$ cat config.mk
export PLATFORM = sky130hd
export DESIGN_NAME = oss_supervisor
export DESIGN_NICKNAME = d
export VERILOG_FILES = /design/src/core/oss_supervisor.v
export VERILOG_INCLUDE_DIRS = /design/src /design/src/common
export SDC_FILE = /design/constraint.sdc
export NUM_CORES = 1
export LEC_CHECK = 0
export BUFFER_PORTS_ARGS = -buffer_cell sky130_fd_sc_hd__buf_4
export CORE_AREA = 3 3 249 251
export CTS_CLUSTER_DIAMETER = 30
export DETAILED_ROUTE_END_ITERATION = 10
export DIE_AREA = 0 0 252 254
export MAX_ROUTING_LAYER = met4
export PLACE_DENSITY = 0.6
export RECOVER_POWER = 100
export SETUP_SLACK_MARGIN = 0.1
export SLEW_MARGIN = 5
export SYNTH_ARGS = -nofsm -noshare
export SYNTH_HDL_FRONTEND = slang
export SYNTH_SLANG_ARGS = --single-unit
$ cat constraint.sdc
create_clock -name i_clk -period 5.95 [get_ports i_clk]
set_input_delay 1.19 -clock i_clk [delete_from_list [all_inputs] [get_ports i_clk]]
set_output_delay 1.19 -clock i_clk [all_outputs]
set_load 0.05 [all_outputs]
$ cat src/common/oss_consts.vh
// Constants for the output synchronisation supervisor: offsets, fields, resets, timing.
// Assumes inclusion by bare name from core/oss_supervisor.v.
`ifndef OSS_CONSTS_VH
`define OSS_CONSTS_VH

// ********************************************************************
// Register indices (byte address = 4 * index)
// ********************************************************************
`define OSS_IDX_ENTRY_COUNT   8'h00
`define OSS_IDX_MODE          8'h01
`define OSS_IDX_CYCLE         8'h02
`define OSS_IDX_SHIFT         8'h03
`define OSS_IDX_SUPPORTED     8'h04
`define OSS_IDX_MIN_PERIOD    8'h05
`define OSS_IDX_CALC_COPY     8'h06
`define OSS_IDX_MIN_DELAY     8'h07
`define OSS_IDX_COMMAND       8'h08
`define OSS_IDX_MAX_DELAY     8'h09
`define OSS_IDX_MISSED        8'h0B
`define OSS_IDX_OVERRUN       8'h0C
`define OSS_IDX_SHORT_SHIFT   8'h0D
`define OSS_IDX_LATE_FLAG     8'h20
`define OSS_IDX_IRQ_STATUS    8'h30
`define OSS_IDX_IRQ_MASK      8'h31
`define OSS_IDX_OPERATIONAL   8'h32

// ********************************************************************
// Reset and constant values
// ********************************************************************
`define OSS_ENTRY_COUNT_VAL   8'h20
`define OSS_MODE_RST          16'h0001
`define OSS_CYCLE_RST         32'h000F4240
`define OSS_SUPPORTED_VAL     16'h0807
`define OSS_MIN_PERIOD_VAL    32'h000101D0
`define OSS_CMD_STOP          16'h0000
`define OSS_CMD_START         16'h0001

// ********************************************************************
// Mode codes and supported-mode fields
// ********************************************************************
`define OSS_MODE_FREE         16'h0000
`define OSS_MODE_SM           16'h0001
`define OSS_MODE_DC0          16'h0002
`define OSS_MODE_DC1          16'h0003
`define OSS_SUP_FREE_BIT      0
`define OSS_SUP_SM_BIT        1
`define OSS_SUP_DC_LSB        2
`define OSS_SUP_SHIFT_LSB     4
`define OSS_SUP_DYN_BIT       14

// ********************************************************************
// Interrupt status bits
// ********************************************************************
`define OSS_IRQ_MISSED        0
`define OSS_IRQ_OVERRUN       1
`define OSS_IRQ_SHORT         2
`define OSS_IRQ_LATE          3
`define OSS_IRQ_W             4

// ********************************************************************
// Timing
// ********************************************************************
`define OSS_CLK_PERIOD_NS     50
`define OSS_NS_PER_TICK       32'h00000032

`endif

$ cat src/core/oss_supervisor.v
// Output synchronisation supervisor: mode, cycle timing, measurement, error counters.
// Assumes one 20 MHz clock; event inputs are pulses synchronous to i_clk.
//
// Decided for this implementation: the address-and-strobe port.
`timescale 1ns/1ps
`default_nettype none
`include "oss_consts.vh"

module oss_supervisor (
    // Clock and reset
    input  wire        i_clk,
    input  wire        i_rst_n,
    // Register port
    input  wire [7:0]  i_addr,
    input  wire [31:0] i_wdata,
    input  wire        i_wr,
    input  wire        i_rd,
    output reg  [31:0] o_rdata,
    // Synchronisation events from the fieldbus side
    input  wire        i_sm_event,
    input  wire        i_sync0,
    input  wire        i_sync1,
    // Output update done by the process logic
    input  wire        i_output_done,
    // Output update strobe and interrupt
    output reg         o_output_update,
    output wire        o_irq
);

    // ****************************************************************
    // Registers
    // ****************************************************************
    reg  [15:0] mode;              // Selected synchronisation mode
    reg  [31:0] cycle_ns;          // Cycle period in ns
    reg  [15:0] command;           // Measurement command word
    reg         operational;       // Operational state flag from software
    reg  [31:0] shift_ns;          // Measured shift maximum
    reg  [31:0] calc_copy_ns;      // Measured SYNC0-SYNC1 maximum
    reg  [31:0] min_delay_ns;      // Reported minimum SYNC1-output delay
    reg  [31:0] max_delay_ns;      // Measured SYNC1-output maximum
    reg  [31:0] min_period_ns;     // Reported minimum cycle
    reg  [15:0] missed_cnt;        // Missed SM events
    reg  [15:0] overrun_cnt;       // Overrun cycles
    reg  [15:0] short_cnt;         // Too short SYNC0-SYNC1
    reg         late_flag;         // Outputs late in last cycle
    reg  [`OSS_IRQ_W-1:0] irq_status; // Sticky events
    reg  [`OSS_IRQ_W-1:0] irq_mask;   // Interrupt enables
    reg  [31:0] timer_ns;          // Time since local timer wrap
    reg  [31:0] since_sync0_ns;    // Time since SYNC0
    reg  [31:0] since_sync1_ns;    // Time since SYNC1
    reg         cycle_busy;        // Cycle started, output pending
    reg         sm_seen;           // SM event seen this DC cycle
    reg         sync1_pending;     // SYNC1 seen, output pending

    wire dc_mode  = (mode == `OSS_MODE_DC0) || (mode == `OSS_MODE_DC1);
    wire measuring = (command == `OSS_CMD_START);
    wire start_cmd = i_wr && (i_addr == `OSS_IDX_COMMAND)
                     && (i_wdata[15:0] == `OSS_CMD_START) && !measuring;

    // Local timer wrap defines the free-run cycle start
    wire timer_wrap = (timer_ns + `OSS_NS_PER_TICK) >= cycle_ns;

    // Cycle start by the selected source
    reg cycle_start;
    always @* begin
        case (mode)
            `OSS_MODE_FREE: cycle_start = timer_wrap;
            `OSS_MODE_SM:   cycle_start = i_sm_event;
            `OSS_MODE_DC0:  cycle_start = i_sync0;
            `OSS_MODE_DC1:  cycle_start = i_sync1;
            default:        cycle_start = 1'b0;
        endcase
    end

    // Events of this cycle
    wire ev_overrun = operational && cycle_start && cycle_busy;
    wire ev_missed  = operational && dc_mode && i_sync0 && !sm_seen;
    wire ev_short   = dc_mode && i_sync1 && (since_sync0_ns < calc_copy_ns);
    wire ev_late    = dc_mode && i_output_done && (since_sync0_ns > cycle_ns);
    wire [`OSS_IRQ_W-1:0] ev_vec = {ev_late, ev_short, ev_overrun, ev_missed};

    // Saturating increment
    function [15:0] sat_inc;
        input [15:0] v;
        begin
            sat_inc = (v == 16'hFFFF) ? v : v + 16'h0001;
        end
    endfunction

    // ****************************************************************
    // Timers and cycle tracking
    // ****************************************************************
    always @(posedge i_clk or negedge i_rst_n) begin
        if (!i_rst_n) begin
            timer_ns        <= 32'h00000000;
            since_sync0_ns  <= 32'h00000000;
            since_sync1_ns  <= 32'h00000000;
            cycle_busy      <= 1'b0;
            sm_seen         <= 1'b0;
            sync1_pending   <= 1'b0;
            o_output_update <= 1'b0;
        end else begin
            // SYNC0 and SYNC1 interval timers stop only at 32'hFFFFFFFF, which 50 ns steps from zero never reach, so stale intervals wrap to small values
            timer_ns <= timer_wrap ? 32'h00000000 : timer_ns + `OSS_NS_PER_TICK;
            if (i_sync0)
                since_sync0_ns <= 32'h00000000;
            else if (since_sync0_ns != 32'hFFFFFFFF)
                since_sync0_ns <= since_sync0_ns + `OSS_NS_PER_TICK;
            if (i_sync1)
                since_sync1_ns <= 32'h00000000;
            else if (since_sync1_ns != 32'hFFFFFFFF)
                since_sync1_ns <= since_sync1_ns + `OSS_NS_PER_TICK;
            // Output strobe follows every cycle start
            o_output_update <= cycle_start;
            if (cycle_start)
                cycle_busy <= 1'b1;
            else if (i_output_done)
                cycle_busy <= 1'b0;
            // SM event expected once between SYNC0 events
            if (i_sync0)
                sm_seen <= i_sm_event;
            else if (i_sm_event)
                sm_seen <= 1'b1;
            if (i_sync1)
                sync1_pending <= 1'b1;
            else if (i_output_done)
                sync1_pending <= 1'b0;
        end
    end

    // ****************************************************************
    // Measurement and counters
    // ****************************************************************
    always @(posedge i_clk or negedge i_rst_n) begin
        if (!i_rst_n) begin
            shift_ns      <= 32'h00000000;
            calc_copy_ns  <= 32'h00000000;
            min_delay_ns  <= 32'h00000000;
            max_delay_ns  <= 32'h00000000;
            min_period_ns <= `OSS_MIN_PERIOD_VAL;
            missed_cnt    <= 16'h0000;
            overrun_cnt   <= 16'h0000;
            short_cnt     <= 16'h0000;
            late_flag     <= 1'b0;
        end else begin
            if (start_cmd) begin
                // Fresh measurement forgets old maxima
                shift_ns      <= 32'h00000000;
                calc_copy_ns  <= 32'h00000000;
                max_delay_ns  <= 32'h00000000;
                min_period_ns <= 32'h00000000;
            end else if (measuring && i_output_done) begin
                if (dc_mode && since_sync0_ns > shift_ns)
                    shift_ns <= since_sync0_ns;
                if (dc_mode && sync1_pending && since_sync1_ns > max_delay_ns)
                    max_delay_ns <= since_sync1_ns;
                if (timer_ns > min_period_ns && mode == `OSS_MODE_FREE)
                    min_period_ns <= timer_ns;
            end
            if (measuring && dc_mode && i_sync1 && since_sync0_ns > calc_copy_ns)
                calc_copy_ns <= since_sync0_ns;
            // Smallest delay seen from SYNC1 to output
            if (dc_mode && sync1_pending && i_output_done
                && (min_delay_ns == 32'h00000000 || since_sync1_ns < min_delay_ns))
                min_delay_ns <= since_sync1_ns;
            if (ev_missed)
                missed_cnt <= sat_inc(missed_cnt);
            if (ev_overrun)
                overrun_cnt <= sat_inc(overrun_cnt);
            if (ev_short)
                short_cnt <= sat_inc(short_cnt);
            if (dc_mode && i_output_done)
                late_flag <= ev_late;
        end
    end

    // ****************************************************************
    // Register writes and interrupt status
    // ****************************************************************
    always @(posedge i_clk or negedge i_rst_n) begin
        if (!i_rst_n) begin
            mode        <= `OSS_MODE_RST;
            cycle_ns    <= `OSS_CYCLE_RST;
            command     <= `OSS_CMD_STOP;
            operational <= 1'b0;
            irq_mask    <= {`OSS_IRQ_W{1'b0}};
            irq_status  <= {`OSS_IRQ_W{1'b0}};
        end else begin
            if (i_wr) begin
                case (i_addr)
                    `OSS_IDX_MODE:        mode <= i_wdata[15:0];
                    `OSS_IDX_CYCLE:       cycle_ns <= i_wdata;
                    `OSS_IDX_COMMAND:     command <= i_wdata[15:0];
                    `OSS_IDX_OPERATIONAL: operational <= i_wdata[0];
                    `OSS_IDX_IRQ_MASK:    irq_mask <= i_wdata[`OSS_IRQ_W-1:0];
                    default: ;
                endcase
            end
            // Set wins over a simultaneous write-one clear
            if (i_wr && i_addr == `OSS_IDX_IRQ_STATUS)
                irq_status <= (irq_status & ~i_wdata[`OSS_IRQ_W-1:0]) | ev_vec;
            else
                irq_status <= irq_status | ev_vec;
        end
    end

    assign o_irq = |(irq_status & irq_mask);

    // ****************************************************************
    // Register reads, one cycle latency
    // ****************************************************************
    always @(posedge i_clk or negedge i_rst_n) begin
        if (!i_rst_n) begin
            o_rdata <= 32'h00000000;
        end else if (i_rd) begin
            case (i_addr)
                `OSS_IDX_ENTRY_COUNT: o_rdata <= {24'h000000, `OSS_ENTRY_COUNT_VAL};
                `OSS_IDX_MODE:        o_rdata <= {16'h0000, mode};
                `OSS_IDX_CYCLE:       o_rdata <= cycle_ns;
                `OSS_IDX_SHIFT:       o_rdata <= shift_ns;
                `OSS_IDX_SUPPORTED:   o_rdata <= {16'h0000, `OSS_SUPPORTED_VAL};
                `OSS_IDX_MIN_PERIOD:  o_rdata <= min_period_ns;
                `OSS_IDX_CALC_COPY:   o_rdata <= calc_copy_ns;
                `OSS_IDX_MIN_DELAY:   o_rdata <= min_delay_ns;
                `OSS_IDX_COMMAND:     o_rdata <= {16'h0000, command};
                `OSS_IDX_MAX_DELAY:   o_rdata <= max_delay_ns;
                `OSS_IDX_MISSED:      o_rdata <= {16'h0000, missed_cnt};
                `OSS_IDX_OVERRUN:     o_rdata <= {16'h0000, overrun_cnt};
                `OSS_IDX_SHORT_SHIFT: o_rdata <= {16'h0000, short_cnt};
                `OSS_IDX_LATE_FLAG:   o_rdata <= {31'h00000000, late_flag};
                `OSS_IDX_IRQ_STATUS:  o_rdata <= {28'h0000000, irq_status};
                `OSS_IDX_IRQ_MASK:    o_rdata <= {28'h0000000, irq_mask};
                `OSS_IDX_OPERATIONAL: o_rdata <= {31'h00000000, operational};
                default:              o_rdata <= 32'h00000000;
            endcase
        end else begin
            o_rdata <= 32'h00000000;
        end
    end

endmodule // oss_supervisor
`default_nettype wire

# [Yosys cells after proc, flatten, opt, wreduce, memory -nomap -nowiden]
# Cells that the tools add are included.
[classes] mux=25 eq_ne=26 n_bitwise=8 order_cmp=8 reduce_logical=52 addsub=6
[op_table] op="32-bit two-way mux" count=17
[op_table] op="32-bit one-hot mux with 17 select lines" count=1
[op_table] op="32-bit > comparator" count=5
[op_table] op="32-bit by 6-bit adder with 32-bit output (second input constant)" count=3
[op_table] op="32-bit less-than comparator" count=2
[op_table] op="32-bit != test (second input constant)" count=2
[op_table] op="16-bit by 1-bit adder with 16-bit output (second input constant)" count=3
[op_table] op="16-bit by 1-bit equality test with 1-bit output (second input constant)" count=3
[op_table] op="16-bit equality test (second input constant)" count=3
[op_table] op="8-bit by 4-bit equality test with 1-bit output (second input constant)" count=5
[op_table] op="16-bit by 2-bit equality test with 1-bit output (second input constant)" count=2
[op_table] op="8-bit by 3-bit equality test with 1-bit output (second input constant)" count=4
[op_table] op="8-bit by 6-bit equality test with 1-bit output (second input constant)" count=4
[op_table] op="32-bit >= comparator" count=1
[op_table] op="32-bit logical NOT" count=1
[op_table] op="1-bit logical AND" count=23
[op_table] op="2-bit AND reduction" count=11
[op_table] op="2-bit nonzero test" count=10
[op_table] op="8-bit by 2-bit equality test with 1-bit output (second input constant)" count=2
[op_table] op="16-bit logical NOT" count=1
[op_table] op="4-bit AND" count=2
[op_table] op="8-bit by 1-bit equality test with 1-bit output (second input constant)" count=1
[op_table] op="8-bit logical NOT" count=1
[op_table] op="4-bit OR" count=2
[op_table] op="8 further kinds" count=16
[totals] output_inout_bits=34 word_cells=148 register_bits=414 in_bits=48

# [Logic depth before layout (Yosys ltp)]
[depth] depth_word=7 mapped_depth=18 depth_no_buf=17

# [Least setup slack after synthesis]
# OpenSTA, ideal clock, no wires.
[synth_timing] path_kind="register to register" start="reg timer_ns[3]" end="reg irq_status[1]" setup_time_ns=0.126 t_required_ns=5.824 path_slack_ns=2.066 period_less_slack_ns=3.884 arrival_ns=3.757 path_buffers=1 stages_incl_launch_ff=17 cell_sequence="dfrtp_1 -> nand3_1 -> and3_1 -> nor3_1 -> nand2_1 -> or2_2 -> xnor2_1 -> ha_1 -> a21oi_1 -> nand2_1 -> a221o_1 -> a211o_1 -> or2_2 -> clkbuf_1 -> a21o_1 -> nand2_1 -> o21ai_0"
[synth_between] elab_chain_len=7 elab_cells_between_ends=8 cone_classes="add/sub (1); order compare (1); mux (2); bitwise (2); reduce/logical (2)"
[synth_lines] item="start: declaration" line_no="oss_supervisor.v:48" source="reg [31:0] timer_ns;"
[synth_lines] item="start signal: assignment" line_no="oss_supervisor.v:104" source="timer_ns <= timer_wrap ? 32'h00000000 : timer_ns + `OSS_NS_PER_TICK;"
[synth_lines] item="32-bit by 6-bit adder with 32-bit output (no source line) *"
[synth_lines] item="32-bit >= comparator *" line_no="oss_supervisor.v:61" source="wire timer_wrap = (timer_ns + `OSS_NS_PER_TICK) >= cycle_ns;"
[synth_lines] item="1-bit one-hot mux with 4 select lines *" line_no="oss_supervisor.v:66" source="case (mode)"
[synth_lines] item="1-bit logical AND * (2 in a row)" line_no="oss_supervisor.v:76" source="wire ev_overrun = operational && cycle_start && cycle_busy;"
[synth_lines] item="4-bit OR (on tied branches)" line_no="oss_supervisor.v:203, oss_supervisor.v:201"
[synth_lines] item="4-bit two-way mux *" line_no="oss_supervisor.v:200" source="if (i_wr && i_addr == `OSS_IDX_IRQ_STATUS)"
[synth_lines] item="end signal: assignment" line_no="oss_supervisor.v:187" source="irq_status <= {`OSS_IRQ_W{1'b0}};"
[synth_lines] item="end signal: assignment" line_no="oss_supervisor.v:201" source="irq_status <= (irq_status & ~i_wdata[`OSS_IRQ_W-1:0]) | ev_vec;"
[synth_lines] item="end signal: assignment" line_no="oss_supervisor.v:203" source="irq_status <= irq_status | ev_vec;"
[synth_lines] item="end: declaration" line_no="oss_supervisor.v:46" source="reg [`OSS_IRQ_W-1:0] irq_status;"
# Mark *: on every way between the ends. The rest lies on a longest branch, timed or not.
# A chain may end at the register's enable or synchronous reset.

# [Final worst setup path]
[layout_timing] start="reg since_sync1_ns[27]" end="reg min_delay_ns[28]"
[layout_between] elab_chain_len=3
[layout_lines] item="start: declaration" line_no="oss_supervisor.v:50" source="reg [31:0] since_sync1_ns;"
[layout_lines] item="start signal: assignment" line_no="oss_supervisor.v:112" source="since_sync1_ns <= since_sync1_ns + `OSS_NS_PER_TICK;"
[layout_lines] item="32-bit less-than comparator" line_no="oss_supervisor.v:164" source="&& (min_delay_ns == 32'h00000000 || since_sync1_ns < min_delay_ns))"
[layout_lines] item="1-bit logical OR" line_no="oss_supervisor.v:164"
[layout_lines] item="1-bit logical AND" line_no="oss_supervisor.v:164"
[layout_lines] item="end signal: assignment" line_no="oss_supervisor.v:165" source="min_delay_ns <= since_sync1_ns;"
[layout_lines] item="end: declaration" line_no="oss_supervisor.v:39" source="reg [31:0] min_delay_ns;"
# No other way between the ends.

==> qor_table.md <==
| Item | This run |
|---|---|
| Run status | finished, violations left |
| Violations in the final reports | max-capacitance violations, max-slew violations |
| Post-synthesis share of cell area spent on and, or, nand and nor gates | 14.91% |
| Count of placed standard cells in the final layout, fillers left out | 3473 |
| Mean routed wirelength per cell | 21.97 um |
| Core area | 0.06013 sq mm |
| Port Buffers | 81 |
| Count of cells resized by post-cts repair | 0 |
| Internal Power | 7.577 mW |
| Number of buffers created by CTS | 108 |
| Area growth syn-to-layout | 21.14% |
| Number of H-tree levels | 3 |
| Placement-stage worst setup slack | 0.9399 ns |
| Total nets after synthesis | 2751 |
| Maximum Capacitance Violations | 11 |
| Sequential share of power | 31.0% |
| Slew of the pin with the lowest slew margin | 2.872 ns |
| Register cell area after layout | 0.01028 sq mm |
| Fraction of final layout cells with drive strength greater than 1 | 13.34% |
| Crit path max-delay cell type | sky130_fd_sc_hd__o21ai_0 |
| Final Hold Slack | 0.4779 ns |
| Die span in y | 254 um |
| Ordered list of cells on the worst path | ha_1, nand3_1, nor2_1, nand3_1, nor4_1, o41ai_1, o211a_1, o21ai_0, clkbuf_2, mux2_2 |
| Std-Cell Rows | 90 |
| Drc violations | 0 |
| Number of warnings reported in the yosys synthesis log | 0 |
| Aggregate negative setup slack | 0 ns |
| Worst path arrival time | 5.87 ns |
| Post-detail-place hpwl | 56370 um |
| Global routing usage summed across all routing layers | 24.62% |
| Synthesized instance count | 2480 |
| Max Clock Skew | 0.02013 ns |
| Detailed-route wire length | 76310 um |
| Most common library cell in the layout ignoring fill and taps | sky130_fd_sc_hd__dfrtp_1 |
| Data required time of the worst path | 6.46 ns |
| Achievable frequency | 186.7 MHz |
| CTS Buffer Depth | 3 |
| Power per cell area | 347.6 mW/mm^2 |
| Number of flops mapped to enable cells by yosys | 0 |
| Xor and xnor area share after synthesis | 4.369% |
| Share of flip-flops with an asynchronous set or reset after synthesis | 100.0% |
| Leakage dissipation | 13.36 nW |
| Total number of clock tree sinks | 410 |
| Setup Fix Bufs, Post-CTS | 0 |
| Filler cell count in the final layout | 5525 |
| Highest-count cells in the layout ignoring fill and taps | 397 x sky130_fd_sc_hd__dfrtp_1, 290 x sky130_fd_sc_hd__nand2_1, 262 x sky130_fd_sc_hd__inv_1 |
| Largest family of logic cells by synthesized area | simple AND/OR/NAND/NOR gates |
| Count of unique library cells instantiated by Yosys | 69 |
| Synth Flop Type | sky130_fd_sc_hd__dfrtp_1 |
| Relative slew slack | -91.50% |
| Most common cell type on the critical path | sky130_fd_sc_hd__nand3_1 |
| Initial drt markers | 1783 |
| Leftover overflow at the end of global routing | 0 |
| Die Wd | 252 um |
| Adder-cell share of the synthesized area | 11.63% |
| Post-route fraction of the period consumed by the critical path | 90.02% |
| Switching component of the power | 2.529 mW |
| Antenna Diode Count | 0 |
| Master cell of the clock root buffer | sky130_fd_sc_hd__clkbuf_16 |
| CTS tree | done |
| Post-synthesis compound-gate area fraction | 13.07% |
| CTS clk-pin slew, worst paths | 0.04 ns |
| Fraction of power spent switching nets | 25.02% |
| Final hold violations | 0 |
| Average vias per placed instance | 5.688 |
| Mean area per synthesized cell | 9.676 sq um |
| Area taken by multi-input logic gates | 0.01239 sq mm |
| Wire length of the first global-routing pass | 117700 um |
| Source-to-sink clock delay at the later pin of the worst-skew pair | 0.64 ns |
| CP max stage delay | 2.07 ns |
| Post-synthesis instance area | 0.02400 sq mm |
| Pin count of the biggest net entering global routing | 110 |
| Routed vias | 19760 |
| Type of the worst min-delay path | reg -> reg |
| Bufs and invs on worst path | 1 |
| Worst vdd ir | 0.2616 mV |
| Sequential fraction of the synthesis area | 42.82% |
| Post-CTS Hold Fix Bufs | 0 |
| Final setup margin | 0.5936 ns |
| Kind of critical path | reg -> reg |
| Kind of end point of the critical path | flip-flop |
| Number of detailed-route iterations in the first pass | 6 |
| Routability Congestion | 0.9817 |
| Post-layout minimum cycle time | 5.356 ns |
| Multiplexer share of the synthesized area | 7.524% |
| Initial antenna violation count | 2 |
| Via count of the first global-routing pass | 19980 |
| Total of flip-flops plus latches after synthesis | 410 |
| CP max FO | 16 |
| Final count of pins violating max slew | 516 |
| Setup repair after global routing missed its margin | false |
| Combinational group share of total power | 9.9% |
| Detail Route Antenna Nets | 0 |
| Type of origin of the critical path | flip-flop |
| Area of the die | 0.06401 sq mm |
| Instance count after placement with tap cells included | 3279 |
| Clock network power share | 59.1% |
| Count of endpoints failing setup in the final report | 0 |
| I/O pin total | 82 |
| Top delay family on crit path | compound AO/OA/AOI/OAI gates |
| Starting Density | 39.91% |
| Layout net count | 2878 |
| Final Total Pwr | 10.11 mW |
[through the flow]
| stage | util [%] | instance area [sq um] |
|---|---|---|
| floorplan | - | 24000 |
| global placement | 42.44 | 25520 |
| detailed placement | 42.44 | 25520 |
| CTS | 48.75 | 29310 |
| global route | 48.34 | 29070 |
| finish | 48.34 | 29070 |
[kinds of logic after synthesis]
logic type               after synthesis
buffers and inverters                353
AND/OR/NAND/NOR                      743
adder cells (fa/ha/maj)              223
multiplexers                         169
flip-flops                           410
XOR/XNOR                             118
AO/OA/AOI/OAI                        464
[Yosys cell counts (7+ instances only)]
master	instances	share of area, %
sky130_fd_sc_hd__dfrtp_1	397	41
sky130_fd_sc_hd__nand2_1	290	4.5
sky130_fd_sc_hd__inv_1	262	4.1
sky130_fd_sc_hd__ha_1	223	12
sky130_fd_sc_hd__nor2_1	121	1.9
sky130_fd_sc_hd__o21ai_0	113	2.4
sky130_fd_sc_hd__mux2i_1	87	3.6
sky130_fd_sc_hd__mux2_2	81	3.8
sky130_fd_sc_hd__a21oi_1	80	1.7
sky130_fd_sc_hd__nand3_1	70	1.5
sky130_fd_sc_hd__xnor2_1	69	2.5
sky130_fd_sc_hd__a22oi_1	67	2.1
sky130_fd_sc_hd__nand4_1	64	1.7
sky130_fd_sc_hd__clkbuf_1	63	0.99
sky130_fd_sc_hd__xor2_1	47	1.7
sky130_fd_sc_hd__nor2b_1	40	1.0
sky130_fd_sc_hd__a21o_1	37	1.2
sky130_fd_sc_hd__a31oi_1	33	0.86
sky130_fd_sc_hd__and3_1	32	0.83
sky130_fd_sc_hd__nor3_1	31	0.65
sky130_fd_sc_hd__nor4_1	30	0.78
sky130_fd_sc_hd__a221oi_1	25	0.91
sky130_fd_sc_hd__buf_2	24	0.50
sky130_fd_sc_hd__a22o_1	22	0.80
sky130_fd_sc_hd__a211oi_1	14	0.44
sky130_fd_sc_hd__or3_1	14	0.36
sky130_fd_sc_hd__dfstp_2	13	1.4
sky130_fd_sc_hd__and4_1	12	0.44
sky130_fd_sc_hd__a222oi_1	10	0.42
sky130_fd_sc_hd__and2_1	9	0.23
sky130_fd_sc_hd__o211ai_1	9	0.28
sky130_fd_sc_hd__a2111oi_0	7	0.26
sky130_fd_sc_hd__o21a_1	7	0.22
[metal layers]
metal	part of all wire, %	GRT usage (%)	up-vias
met2	46	37.97	688
li1	-	-	9043
met1	44	32.86	9882
met4	3.2	9.229	0
met3	6.3	3.848	142
met5	0	-	-
[layout make-up]
type	instances	share of cell area, %
Clock inverter	35	1.808
Multi-Input combinational cell	1717	42.62
Timing Repair Buffer	108	2.229
Inverter	262	3.383
Clock buffer	159	11.24
Sequential cell	410	35.35
Tap cell	782	3.366
[worst reg2reg max path: stages (launching register included)]
cell and delay (ns):
sky130_fd_sc_hd__dfrtp_1 0.47, sky130_fd_sc_hd__ha_1 0.36, sky130_fd_sc_hd__nand3_1 0.08, sky130_fd_sc_hd__nor2_1 0.13, sky130_fd_sc_hd__nand3_1 0.17, sky130_fd_sc_hd__nor4_1 0.39
sky130_fd_sc_hd__o41ai_1 0.16, sky130_fd_sc_hd__o211a_1 0.20, sky130_fd_sc_hd__o21ai_0 2.08, sky130_fd_sc_hd__clkbuf_2 0.77, sky130_fd_sc_hd__mux2_2 0.41
[sequential cells by signal, indices dropped and copies added, names as in the netlist, 32 cells and up]
signal / flops
max_delay_ns: 32
calc_copy_ns: 32
shift_ns: 32
cycle_ns: 32
min_period_ns: 32
o_rdata: 32
[power groups by stage]
stage,clock (mW),combinational [mW],sequential (mW)
2_1_floorplan,0,0.661,3.08
3_3_place_gp,0,0.970,3.15
3_5_place_dp,0,0.996,3.16
4_1_cts,6.03,1.01,3.12
5_1_grt,6.20,1.12,3.14
6_report,5.97,1.00,3.13
[worst paths after layout]
kind | cells past startpoint | slack (ns) | from | endpoint
worst max register to register | 10 | 0.59 | since_sync1_ns[27] | min_delay_ns[28]
max in group asynchronous | 2 | 1.17 | i_rst_n | max_delay_ns[12]
worst min-delay path | 1 | 0.48 | sync1_pending | sync1_pending
min in group asynchronous | 1 | 1.43 | i_rst_n | max_delay_ns[1]
worst min register to register | 1 | 0.48 | sync1_pending | sync1_pending
worst max-delay path | 10 | 0.59 | since_sync1_ns[27] | min_delay_ns[28]
No activity file was read; power rests on OpenSTA's default activity.
